==> src/vector_priority_pkg.sv <==
// package: register map, field positions and vector constants
package vector_priority_pkg;

  // ****************************************************************
  // register offsets (word index, byte address is four times)
  // ****************************************************************
  localparam logic [7:0] test_control_idx  = 8'h15;
  localparam logic [7:0] test_force_idx    = 8'h16;
  localparam logic [7:0] promotion_idx     = 8'h1f;
  localparam logic [7:0] wake_status_idx   = 8'h20;

  // ****************************************************************
  // fields and reset values
  // ****************************************************************
  localparam int         override_bit      = 4;
  localparam logic [3:0] select_reset      = 4'h0;
  localparam logic [7:0] promotion_reset   = 8'hf2;
  localparam logic [7:0] top_maskable_low  = 8'hf2;
  localparam logic [7:0] secondary_low     = 8'hf4;

  // ****************************************************************
  // exception vector addresses
  // ****************************************************************
  localparam logic [15:0] vec_base         = 16'hff00;
  localparam logic [15:0] vec_system_reset = 16'hfffe;
  localparam logic [15:0] vec_clock_reset  = 16'hfffc;
  localparam logic [15:0] vec_watchdog     = 16'hfffa;
  localparam logic [15:0] vec_trap         = 16'hfff8;
  localparam logic [15:0] vec_software     = 16'hfff6;
  localparam logic [15:0] vec_secondary    = 16'hfff4;

  // ****************************************************************
  // carriers
  // ****************************************************************
  typedef struct packed {
    logic system_reset;
    logic clock_monitor_reset;
    logic watchdog_reset;
    logic trap;
    logic software_interrupt;
  } fixed_req_t;

  typedef struct packed {
    logic special_mode;
    logic i_mask;
    logic x_mask;
  } cpu_state_t;

endpackage

==> src/exception_vector_priority_unit.sv <==
// exception priority decoder with test registers and promotion select
//
// The implementer's own choice: the AHB-Lite slave port.
`timescale 1ns/1ns
module exception_vector_priority_unit
  import vector_priority_pkg::*;
#(
  parameter int num_vectors = 122
)(
  input  wire logic                   hclk,
  input  wire logic                   hresetn,
  input  wire logic                   clk_en,
  input  wire logic                   hsel,
  input  wire logic [31:0]            haddr,
  input  wire logic [1:0]             htrans,
  input  wire logic                   hwrite,
  input  wire logic [2:0]             hsize,
  input  wire logic [31:0]            hwdata,
  input  wire logic                   hready,
  output logic      [31:0]            hrdata,
  output logic                        hreadyout,
  output logic                        hresp,
  input  wire logic [num_vectors-1:0] irq_lines,
  input  wire logic                   secondary_request_pin,
  input  wire fixed_req_t             fixed_req,
  input  wire cpu_state_t             cpu_condition_flags,
  input  wire logic                   inhibit_maskable,
  input  wire logic                   inhibit_secondary,
  input  wire logic                   vector_request,
  output logic                        int_pending,
  output logic      [15:0]            vector_addr,
  output logic                        wake_up
);

  localparam int nregs = (num_vectors + 1 + 7) / 8;

  // ****************************************************************
  // input synchronisers
  // ****************************************************************
  // index 0..num_vectors-1 maskable (0xff00 + 2i), num_vectors secondary
  logic [num_vectors:0] raw_in;
  logic [num_vectors:0] sync1_reg;
  logic [num_vectors:0] sync2_reg;

  // the secondary pin is active low; the decoder index is active high
  assign raw_in = {~secondary_request_pin, irq_lines};

  always_ff @(posedge hclk or negedge hresetn) begin
    if (!hresetn) begin
      sync1_reg <= '0;
      sync2_reg <= '0;
    end else if (clk_en) begin
      sync1_reg <= raw_in;
      sync2_reg <= sync1_reg;
    end
  end

  // ****************************************************************
  // ahb-lite slave
  // ****************************************************************
  logic       ap_wr_reg;
  logic       ap_rd_reg;
  logic [7:0] ap_idx_reg;
  logic       access_ok;

  assign access_ok = hsel && hready && htrans[1];

  always_ff @(posedge hclk or negedge hresetn) begin
    if (!hresetn) begin
      ap_wr_reg  <= 1'b0;
      ap_rd_reg  <= 1'b0;
      ap_idx_reg <= 8'h00;
    end else if (clk_en) begin
      ap_wr_reg  <= access_ok && hwrite;
      ap_rd_reg  <= access_ok && !hwrite;
      if (access_ok) begin
        ap_idx_reg <= haddr[9:2];
      end
    end
  end

  // ****************************************************************
  // test control, promotion select and test registers
  // ****************************************************************
  logic              override_reg;
  logic [3:0]        select_reg;
  logic [7:0]        promotion_reg;
  logic [7:0]        force_reg [nregs];
  logic [7:0]        wdata;
  logic              special;
  logic              wr_ctrl;
  logic              wr_force;
  logic              wr_prom;

  assign wdata    = hwdata[7:0];
  assign special  = cpu_condition_flags.special_mode;
  assign wr_ctrl  = ap_wr_reg && ap_idx_reg == test_control_idx;
  assign wr_force = ap_wr_reg && ap_idx_reg == test_force_idx && special
                    && override_reg && cpu_condition_flags.i_mask;
  assign wr_prom  = ap_wr_reg && ap_idx_reg == promotion_idx
                    && cpu_condition_flags.i_mask;

  always_ff @(posedge hclk or negedge hresetn) begin
    if (!hresetn) begin
      select_reg   <= select_reset;
      override_reg <= 1'b0;
    end else if (clk_en && wr_ctrl) begin
      select_reg <= wdata[3:0];
      if (special && cpu_condition_flags.i_mask
          && cpu_condition_flags.x_mask) begin
        override_reg <= wdata[override_bit];
      end
    end
  end

  always_ff @(posedge hclk or negedge hresetn) begin
    if (!hresetn) begin
      promotion_reg <= promotion_reset;
    end else if (clk_en && wr_prom) begin
      promotion_reg <= {wdata[7:1], 1'b0};
    end
  end

  // live view of inputs padded to whole test registers
  logic [nregs*8-1:0] live_vec;
  logic [nregs*8-1:0] forced_vec;
  logic               set_override;

  assign live_vec     = (nregs*8)'(sync2_reg);
  assign set_override = wr_ctrl && wdata[override_bit] && !override_reg
                        && special && cpu_condition_flags.i_mask
                        && cpu_condition_flags.x_mask;

  genvar g;
  generate
    for (g = 0; g < nregs; g++) begin : g_force
      // bits above the secondary vector cannot be forced
      localparam int nbits = (g*8 + 8 > num_vectors + 1) ?
                             num_vectors + 1 - g*8 : 8;
      localparam logic [7:0] bmask = 8'((9'h1 << nbits) - 9'h1);
      always_ff @(posedge hclk or negedge hresetn) begin
        if (!hresetn) begin
          force_reg[g] <= 8'h00;
        end else if (clk_en) begin
          if (set_override) begin
            force_reg[g] <= live_vec[g*8 +: 8];
          end else if (wr_force && select_reg == 4'(g)) begin
            force_reg[g] <= wdata & bmask;
          end
        end
      end
      assign forced_vec[g*8 +: 8] = force_reg[g];
    end
  endgenerate

  // ****************************************************************
  // read mux
  // ****************************************************************
  logic [7:0] test_rd;
  logic [7:0] rd_byte;

  always_comb begin
    test_rd = 8'h00;
    if (special && int'(select_reg) < nregs) begin
      test_rd = override_reg ? forced_vec[select_reg*8 +: 8]
                             : live_vec[select_reg*8 +: 8];
    end
  end

  always_comb begin
    unique case (ap_idx_reg)
      test_control_idx: rd_byte = {3'h0, override_reg, select_reg};
      test_force_idx:   rd_byte = test_rd;
      promotion_idx:    rd_byte = promotion_reg;
      wake_status_idx:  rd_byte = {6'h00, wake_up, int_pending};
      default:          rd_byte = 8'h00;
    endcase
  end

  always_ff @(posedge hclk or negedge hresetn) begin
    if (!hresetn) begin
      hrdata    <= 32'h0000_0000;
      hreadyout <= 1'b1;
      hresp     <= 1'b0;
    end else if (clk_en) begin
      // one wait state on reads so registered data stands when taken
      hreadyout <= !(access_ok && !hwrite);
      hresp     <= 1'b0;
      if (ap_rd_reg) begin
        hrdata <= {24'h000000, rd_byte};
      end
    end
  end

  // ****************************************************************
  // priority decoder
  // ****************************************************************
  logic [num_vectors:0] req_src;
  logic [num_vectors:0] req_valid;
  logic                 prom_hit;
  logic [15:0]          best_vec;
  logic                 any_req;
  logic [7:0]           prom_eff;

  assign req_src = override_reg ? forced_vec[num_vectors:0]
                                : sync2_reg;

  always_comb begin
    req_valid = req_src;
    if (inhibit_maskable || cpu_condition_flags.i_mask) begin
      req_valid[num_vectors-1:0] = '0;
    end
    if (inhibit_secondary || cpu_condition_flags.x_mask) begin
      req_valid[num_vectors] = 1'b0;
    end
  end

  // promoted byte above the top maskable vector (0xf2) falls back to the top maskable vector
  assign prom_eff = (promotion_reg > top_maskable_low) ?
                    top_maskable_low : promotion_reg;
  assign prom_hit = int'(prom_eff[7:1]) < num_vectors
                    && req_valid[prom_eff[7:1]];

  always_comb begin
    best_vec = 16'h0000;
    any_req  = 1'b1;
    if (fixed_req.system_reset) begin
      best_vec = vec_system_reset;
    end else if (fixed_req.clock_monitor_reset) begin
      best_vec = vec_clock_reset;
    end else if (fixed_req.watchdog_reset) begin
      best_vec = vec_watchdog;
    end else if (fixed_req.trap) begin
      best_vec = vec_trap;
    end else if (fixed_req.software_interrupt) begin
      best_vec = vec_software;
    end else if (req_valid[num_vectors]) begin
      best_vec = vec_secondary;
    end else if (prom_hit) begin
      best_vec = {8'hff, prom_eff};
    end else begin
      any_req = 1'b0;
      for (int i = 0; i < num_vectors; i++) begin
        if (req_valid[i]) begin
          best_vec = vec_base + 16'(2*i);
          any_req  = 1'b1;
        end
      end
    end
  end

  logic [15:0] last_vec_reg;

  always_ff @(posedge hclk or negedge hresetn) begin
    if (!hresetn) begin
      last_vec_reg <= vec_software;
      int_pending  <= 1'b0;
      vector_addr  <= vec_software;
    end else if (clk_en) begin
      int_pending <= any_req;
      if (any_req) begin
        last_vec_reg <= best_vec;
      end
      if (vector_request) begin
        vector_addr <= any_req ? best_vec : last_vec_reg;
      end
    end
  end

  // ****************************************************************
  // wake-up: clockless combine, registered copy for the output port
  // ****************************************************************
  logic wake_async;

  assign wake_async = !secondary_request_pin
                      || (|irq_lines && !cpu_condition_flags.i_mask);

  always_ff @(posedge hclk or negedge hresetn) begin
    if (!hresetn) begin
      wake_up <= 1'b0;
    end else begin
      wake_up <= wake_async;
    end
  end

  // ****************************************************************
  // assertions
  // ****************************************************************
  fetch_vector_a: assert property (@(posedge hclk) disable iff (!hresetn)
    clk_en && vector_request && any_req |=> vector_addr == $past(best_vec))
    else $error("vector fetch gave wrong vector");
  reset_first_a: assert property (@(posedge hclk) disable iff (!hresetn)
    clk_en && vector_request && fixed_req.system_reset
    |=> vector_addr == vec_system_reset)
    else $error("system reset not top priority");
  no_source_a: assert property (@(posedge hclk) disable iff (!hresetn)
    clk_en && vector_request && !any_req
    |=> vector_addr == $past(last_vec_reg))
    else $error("vanished source vector wrong");
  inhibit_block_a: assert property (@(posedge hclk) disable iff (!hresetn)
    inhibit_maskable |-> req_valid[num_vectors-1:0] == '0)
    else $error("inhibited request reached decoder");
  override_guard_a: assert property (@(posedge hclk) disable iff (!hresetn)
    clk_en && !special && !override_reg |=> !override_reg)
    else $error("override set outside special mode");
  force_guard_a: assert property (@(posedge hclk) disable iff (!hresetn)
    !override_reg && clk_en |=> $stable(forced_vec) || $past(set_override))
    else $error("test register written with override clear");
  normal_read_a: assert property (@(posedge hclk) disable iff (!hresetn)
    !special |-> test_rd == 8'h00)
    else $error("test read nonzero in normal mode");
  top_select_a: assert property (@(posedge hclk) disable iff (!hresetn)
    !special || !override_reg || select_reg != 4'hf
    || int'(select_reg) >= nregs || test_rd[7:3] == 5'h00)
    else $error("high bits visible in last test register");
  wake_sec_a: assert property (@(posedge hclk) disable iff (!hresetn)
    !secondary_request_pin |=> wake_up)
    else $error("secondary pin did not wake");

  fetch_c:    cover property (@(posedge hclk) vector_request && any_req);
  override_c: cover property (@(posedge hclk) set_override);
  force_c:    cover property (@(posedge hclk) wr_force);
  promote_c:  cover property (@(posedge hclk) prom_hit && vector_request);

endmodule

==> config.mk <==
export PLATFORM = sky130hd
export DESIGN_NAME = exception_vector_priority_unit
export DESIGN_NICKNAME = d
export VERILOG_FILES = /design/src/vector_priority_pkg.sv /design/src/exception_vector_priority_unit.sv
export SDC_FILE = /design/constraint.sdc
export NUM_CORES = 1
export LEC_CHECK = 0
export BUFFER_PORTS_ARGS = -buffer_cell sky130_fd_sc_hd__buf_2
export CORE_MARGIN = 5
export CORE_UTILIZATION = 42
export DETAILED_ROUTE_END_ITERATION = 16
export PLACE_DENSITY = 0.63
export SLEW_MARGIN = 40
export SYNTH_ARGS = -nofsm -noshare
export SYNTH_HDL_FRONTEND = slang
export SYNTH_SLANG_ARGS = --single-unit
==> constraint.sdc <==
create_clock -name hclk -period 4.9 [get_ports hclk]
set_input_delay 0 -clock hclk [delete_from_list [all_inputs] [get_ports hclk]]
set_output_delay 0 -clock hclk [all_outputs]
set_load 0.01 [all_outputs]
==> results of run 1 <==
worst max-delay path, delay by kind of cell, from the launching register on:
kind	cells	cell delay [ns]
and+or+nand+nor	6	2.01
buffers and inverters	3	1.13
DFF	1	0.69
muxes	1	0.40
AOI/OAI and AO/OA	2	0.24
layout by cell type (no fill, tap or decap), types with 9 or more instances in the layout:
cell	n
conb_1	25
nor2b_1	16
buf_12	12
a31oi_1	23
o21ai_1	12
nor3b_1	10
nand4_1	19
dfrtp_1	397
o211ai_1	13
mux4_2	46
a211o_1	10
nand2_1	212
nor2_1	163
o22ai_1	22
nand2b_1	39
a21o_1	9
dfstp_2	34
o21ai_2	15
buf_2	181
o32ai_1	15
inv_1	19
clkbuf_16	49
nor3_1	79
nand3_1	24
clkbuf_1	16
mux2_2	284
a211oi_1	20
clkbuf_8	10
a21oi_1	212
o31ai_1	11
nor4_1	43
dlygate4sd3_1	155
mux2i_1	117
buf_4	76
o21ai_0	185
what timing repair did:
item                                    4_1_cts  5_1_grt
gates resized for setup                       0        0
hold buffers                                155        0
endpoints found under the hold margin       275        0
endpoints found under the setup margin        0        2
setup buffers                                 0        1
per-stage QoR:
stage | worst slack [ns] | utilization (%) | power (µW) | instances
after floorplan | 1.77 | - | 5090 | 2443
final | 0.253 | 50.6 | 9380 | 3540
after detailed placement | 0.678 | 45.2 | 5830 | 3296
after global placement | 0.702 | 45.0 | 5790 | 3292
after CTS | 0.208 | 50.4 | 9410 | 3537
after global routing | 0.113 | 50.6 | 9750 | 3540
logic make-up after synthesis:
logic type,Yosys count,share of synthesized area (%)
mux,452,22.1
xor+xnor,1,0.0353
compound gates,645,16.0
buf+inv,214,4.90
flops,434,43.9
simple gates,672,13.0
other cells,1,0.0151
power breakdown:
part	total [µW]	switching, µW	internal [µW]	leakage, µW
clock network	3460	1460	2000	0.000728
logic	1730	955	777	0.00574
registers	4180	312	3870	0.00534
area by class of cell:
class / instances / area [µm²]
well taps: 773 / 967
multi-input cells: 1795 / 12900
clock inverters: 11 / 86.3
inverters: 21 / 78.8
clock buffers: 75 / 1420
repair buffers: 431 / 3400
fillers: 5309 / 29000
flip-flops and latches: 434 / 10900
routing by layer:
metal	part of all wire [%]	vias up	track usage, %	routed length [µm]
met4	3.0	0	7.84	2700
met2	47	952	43.2	41400
met3	7.3	156	4.74	6520
li1	-	9580	-	-
met5	0	-	0	0
met1	43	10800	37.9	38100
worst paths after layout:
path / to / slack [ns] / from
min reg2reg: last_vec_reg[6] / 0.47 / last_vec_reg[6]
max: last_vec_reg[3] / 0.25 / override_reg
max in group asynchronous: sync1_reg[50] / 3.62 / hresetn
min: sync1_reg[107] / -0.02 / hresetn
min in group hclk: vector_addr[7] / 0.06 / vector_request
max reg2reg: last_vec_reg[3] / 0.25 / override_reg
==> results.toml, run 1 <==
[clock_network]
cts_buffers = 47
clock_sinks = 434
cts.reportedPaths.clkPinSlew_ns = 0.06
cts_tree = "done"
h-tree-depth = 2
clk_latency_ns = 0.58
cts_root_buf = "clkbuf_16"
clockBufferDepth = 3

[status]
violations = "hold timing"
status = "finished with violations"

[worst_setup_path]
crit_chain = "buf_12, buf_4, mux2i_1, a21oi_1, nor3_1, nand4_1, nand3b_1, or4_1, and2_1, nor2_1, a31oi_1, dlygate4sd3_1"
cp.required_ns = 5.36
cpPeakStageDelay_ns = 0.70
reg2reg_depth = 12
crit_path_end_kind = "flop"
critPathSlowestCell = "or4_1"
worstSetupPathType = "reg2reg"
start_kind = "flop"
cp_max_fo = 25
crit_arrival_ns = 5.11

[grt]
grt_pass1_wl_mm = 134
grt_overflow = 0
grt_use_total_pct = 27.0
grt_pass1_vias = 21200
grt_max_degree = 147
antenna_found_initial = 1

[timing]
setup_viol = 0
setup_tns_ns = 0
hold-worst-slack_ns = -0.0226
post-route-min-period_ns = 4.65
fin_crit_sh_pct = 94.8
finalClockSkew_ns = 0.0235
final_hold_viol_count = 5
tightest_slew_ns = 0.903
rsz0062_at_grt = "no"
maxSlewHeadroom_pct = 39.5
fmax_mhz = 215
drv_slew = 0

[logic_synthesis]
async_flop_share_pct = 100
syn_area_per_cell_um2 = 10.3
syn_area_mm2 = 0.0248
ys_seq_area_share_pct = 43.9
synth_top_area_cell = "dfrtp_1"
ys_ff_latch = 434
synthDominantCellAreaShare_pct = 40.3
synth_edf_count = 0
yosysWarnings = 0
synth_area_leaders = "dfrtp_1 40%, mux2_2 13%, mux2i_1 4.7%"
synthCells = 2419
synth_common_cells = "400 x dfrtp_1, 284 x mux2_2, 212 x a21oi_1, 212 x nand2_1, 186 x o21ai_0"
yosysUniqueCellTypes = 100
yosysMostFrequentCell = "dfrtp_1"
synth_top_flop_cell = "dfrtp_1"

[placement]
dp_hpwl_mm = 64.1
place_area_mm2 = 0.0266
port-buffer-count = 183
gp_congestion = 1.01

[die]
start_util_pct = 42.2
die_h_um = 253
chipWidth_um = 253
io_pins = 261
fp.coreArea_mm2 = 0.0588
die-area_mm2 = 0.0640
rows = 89

[cells_and_area]
design_area_mm2 = 0.0298
area_growth_pct = 19.9
nets = 2939
n_antenna_cell = 0
drive_gt1_share_pct = 27.9

[detailed_routing]
drc = 0
viasPerCell = 6.07
drtAntennaViolNets = 0
detailedRoute.firstIterationViolations = 2259
wl_per_cell_um = 25.1
routed_wl_mm = 88.7
dr_total_vias = 21500
dr.pass1.iters = 8

[power]
leakage_uw = 0.0118
ir_drop_v = 0.000256
pwr_density_cell_mw_per_mm2 = 315

[run]
maxCapViolations = 0

[worst_hold_path]
hp-class = "in2async"
Power figures use the tool's default switching activity.
==> run 2: changes to the inputs <==
- GPL_TIMING_DRIVEN: unset -> 0
- HOLD_SLACK_MARGIN: unset -> 0.03
- RECOVER_POWER: unset -> 50
==> results.toml, run 2 (synthesis gave the netlist of run 1 again) <==
[status]
status = "finished with violations"
violations = "capacitance limit, slew limit, setup timing"

[run]
maxCapViolations = 6

[timing]
tightest_slew_ns = 2.57
drv_slew = 429
setup_viol = 4
rsz0062_at_grt = "no"
hold-worst-slack_ns = 0.141
finalClockSkew_ns = 0.0240
maxSlewHeadroom_pct = -71.2
final_hold_viol_count = 0
post-route-min-period_ns = 4.94
layout_setup_ws_ns = -0.0433
fin_crit_sh_pct = 101
fmax_mhz = 202
setup_tns_ns = -0.121

[die]
die-area_mm2 = 0.0640
rows = 89
start_util_pct = 42.2
fp.coreArea_mm2 = 0.0588
die_h_um = 253
chipWidth_um = 253
io_pins = 261

[grt]
grt_pass1_wl_mm = 174
grt_use_total_pct = 37.6
grt_overflow = 0
antenna_found_initial = 4
grt_pass1_vias = 23400
grt_max_degree = 79

[cells_and_area]
area_growth_pct = 21.4
layout_common_cells = "400 x dfrtp_1, 284 x mux2_2, 212 x nand2_1"
multi_input_area_mm2 = 0.0129
fillerInstances = 5266
drive_gt1_share_pct = 27.3
final_common_cell = "dfrtp_1"
nets = 3044
regArea_mm2 = 0.0109
final_util_pct = 51.2

[worst_setup_path]
ff2ff_setup_slack_ns = -0.04
crit_path_end_kind = "flop"
reg2reg_to = "hrdata[4]"
reg2reg_depth = 17
start_kind = "flop"
r2r_start = "override_reg"
startpoint = "override_reg"
worstSetupPathType = "reg2reg"
crit_end = "hrdata[4]"
crit_arrival_ns = 5.39
cp_max_fo = 10
cp.required_ns = 5.35

[worst_hold_path]
min_from = "hready"
hp-class = "in2reg"

[power]
ir_drop_v = 0.000375
power_uw = 9790
leakage_uw = 0.0120
pwr_density_cell_mw_per_mm2 = 325

[clock_network]
clockBufferDepth = 3
h-tree-depth = 2
cts_buffers = 47
cts_setup_buffers = 0
cts.reportedPaths.clkPinSlew_ns = 0.06
clk_latency_ns = 0.60
cts_root_buf = "clkbuf_16"
cts_tree = "done"
clock_sinks = 434

[detailed_routing]
dr_total_vias = 23700
drtAntennaViolNets = 0
routed_wl_mm = 123
viasPerCell = 6.50
dr.pass1.iters = 7
detailedRoute.firstIterationViolations = 3089
drc = 0
wl_per_cell_um = 33.7

[placement]
dp_hpwl_mm = 93.6
dp_worst_setup_slack_ns = -0.196
port-buffer-count = 181
gp_congestion = 1.06
## run 2: cell count changes in the layout (fill, tap and decap cells not counted), moves of 6 or more
cell,before,now
clkbuf_1,16,96
buf_4,76,38
clkbuf_2,0,31
o21ai_1,12,26
o21ai_2,15,1
buf_6,2,12
mux2i_1,117,107
mux2i_2,2,12
buf_2,181,190
buf_1,0,7
buf_12,12,6
diode_2,0,6
## run 2: final cells by class
cell class | count | area share [%]
antenna | 6 | 0.0498
buffer | 191 | 3.89
clock buffer | 63 | 4.55
clock inverter | 23 | 0.785
inverter | 21 | 0.262
multi-input combinational | 1795 | 42.8
sequential | 434 | 36.2
tap | 773 | 3.21
timing repair buffer | 345 | 8.32
## run 2: stage by stage
step           instances  area (µm²)
5_1_grt             3645       30100
3_5_place_dp        3406       27100
2_1_floorplan       2443       24900
3_3_place_gp        3397       26800
6_report            3651       30100
4_1_cts             3645       30300
## run 2: how the worst min path moves through the flow
stage | slack [ns] | endpoint | depth (start not counted)
after detailed placement | -0.02 | sync1_reg[108] | 1
final | 0.14 | ap_wr_reg | 4
after CTS | 0.06 | promotion_reg[5] | 2
after floorplan | -0.30 | ap_idx_reg[0] | 0
after global routing | 0.16 | sync1_reg[122] | 3
after global placement | 0.20 | sync1_reg[122] | 2
## run 2: timing repair
| action | in CTS | in global routing |
|---|---|---|
| setup endpoints to repair | 3 | 14 |
| hold endpoints to repair | 353 | 0 |
| resized for setup | 1 | 5 |
| hold buffers | 155 | 0 |
## run 2: report_power, final
part	total, µW	switching (µW)	internal [µW]
logic	1890	1130	764
registers	4220	351	3870
clock network	3680	1540	2140
total	9790	3020	6770
## run 2: per-layer routing
| metal | GRT usage, % | vias up | routed length, µm |
|---|---|---|---|
| met5 | 0 | - | 8 |
| met4 | 14.9 | 2 | 5780 |
| met3 | 9.67 | 296 | 12600 |
| met2 | 56.2 | 1591 | 53400 |
| met1 | 52.6 | 12000 | 51400 |
| li1 | - | 9817 | - |
## run 2: worst max-delay path, stage by stage, from the launching register on
cell      delay [ns]
dfrtp_1         0.34
buf_6           0.21
buf_12          0.21
buf_8           0.19
buf_6           0.25
buf_8           0.21
buf_8           0.24
buf_6           0.27
buf_4           0.34
buf_4           0.32
buf_6           0.29
mux4_2          0.35
a22oi_1         0.28
nor2_1          0.14
nor2_1          0.11
nand3_1         0.32
a222oi_1        0.50
o21ai_0         0.13
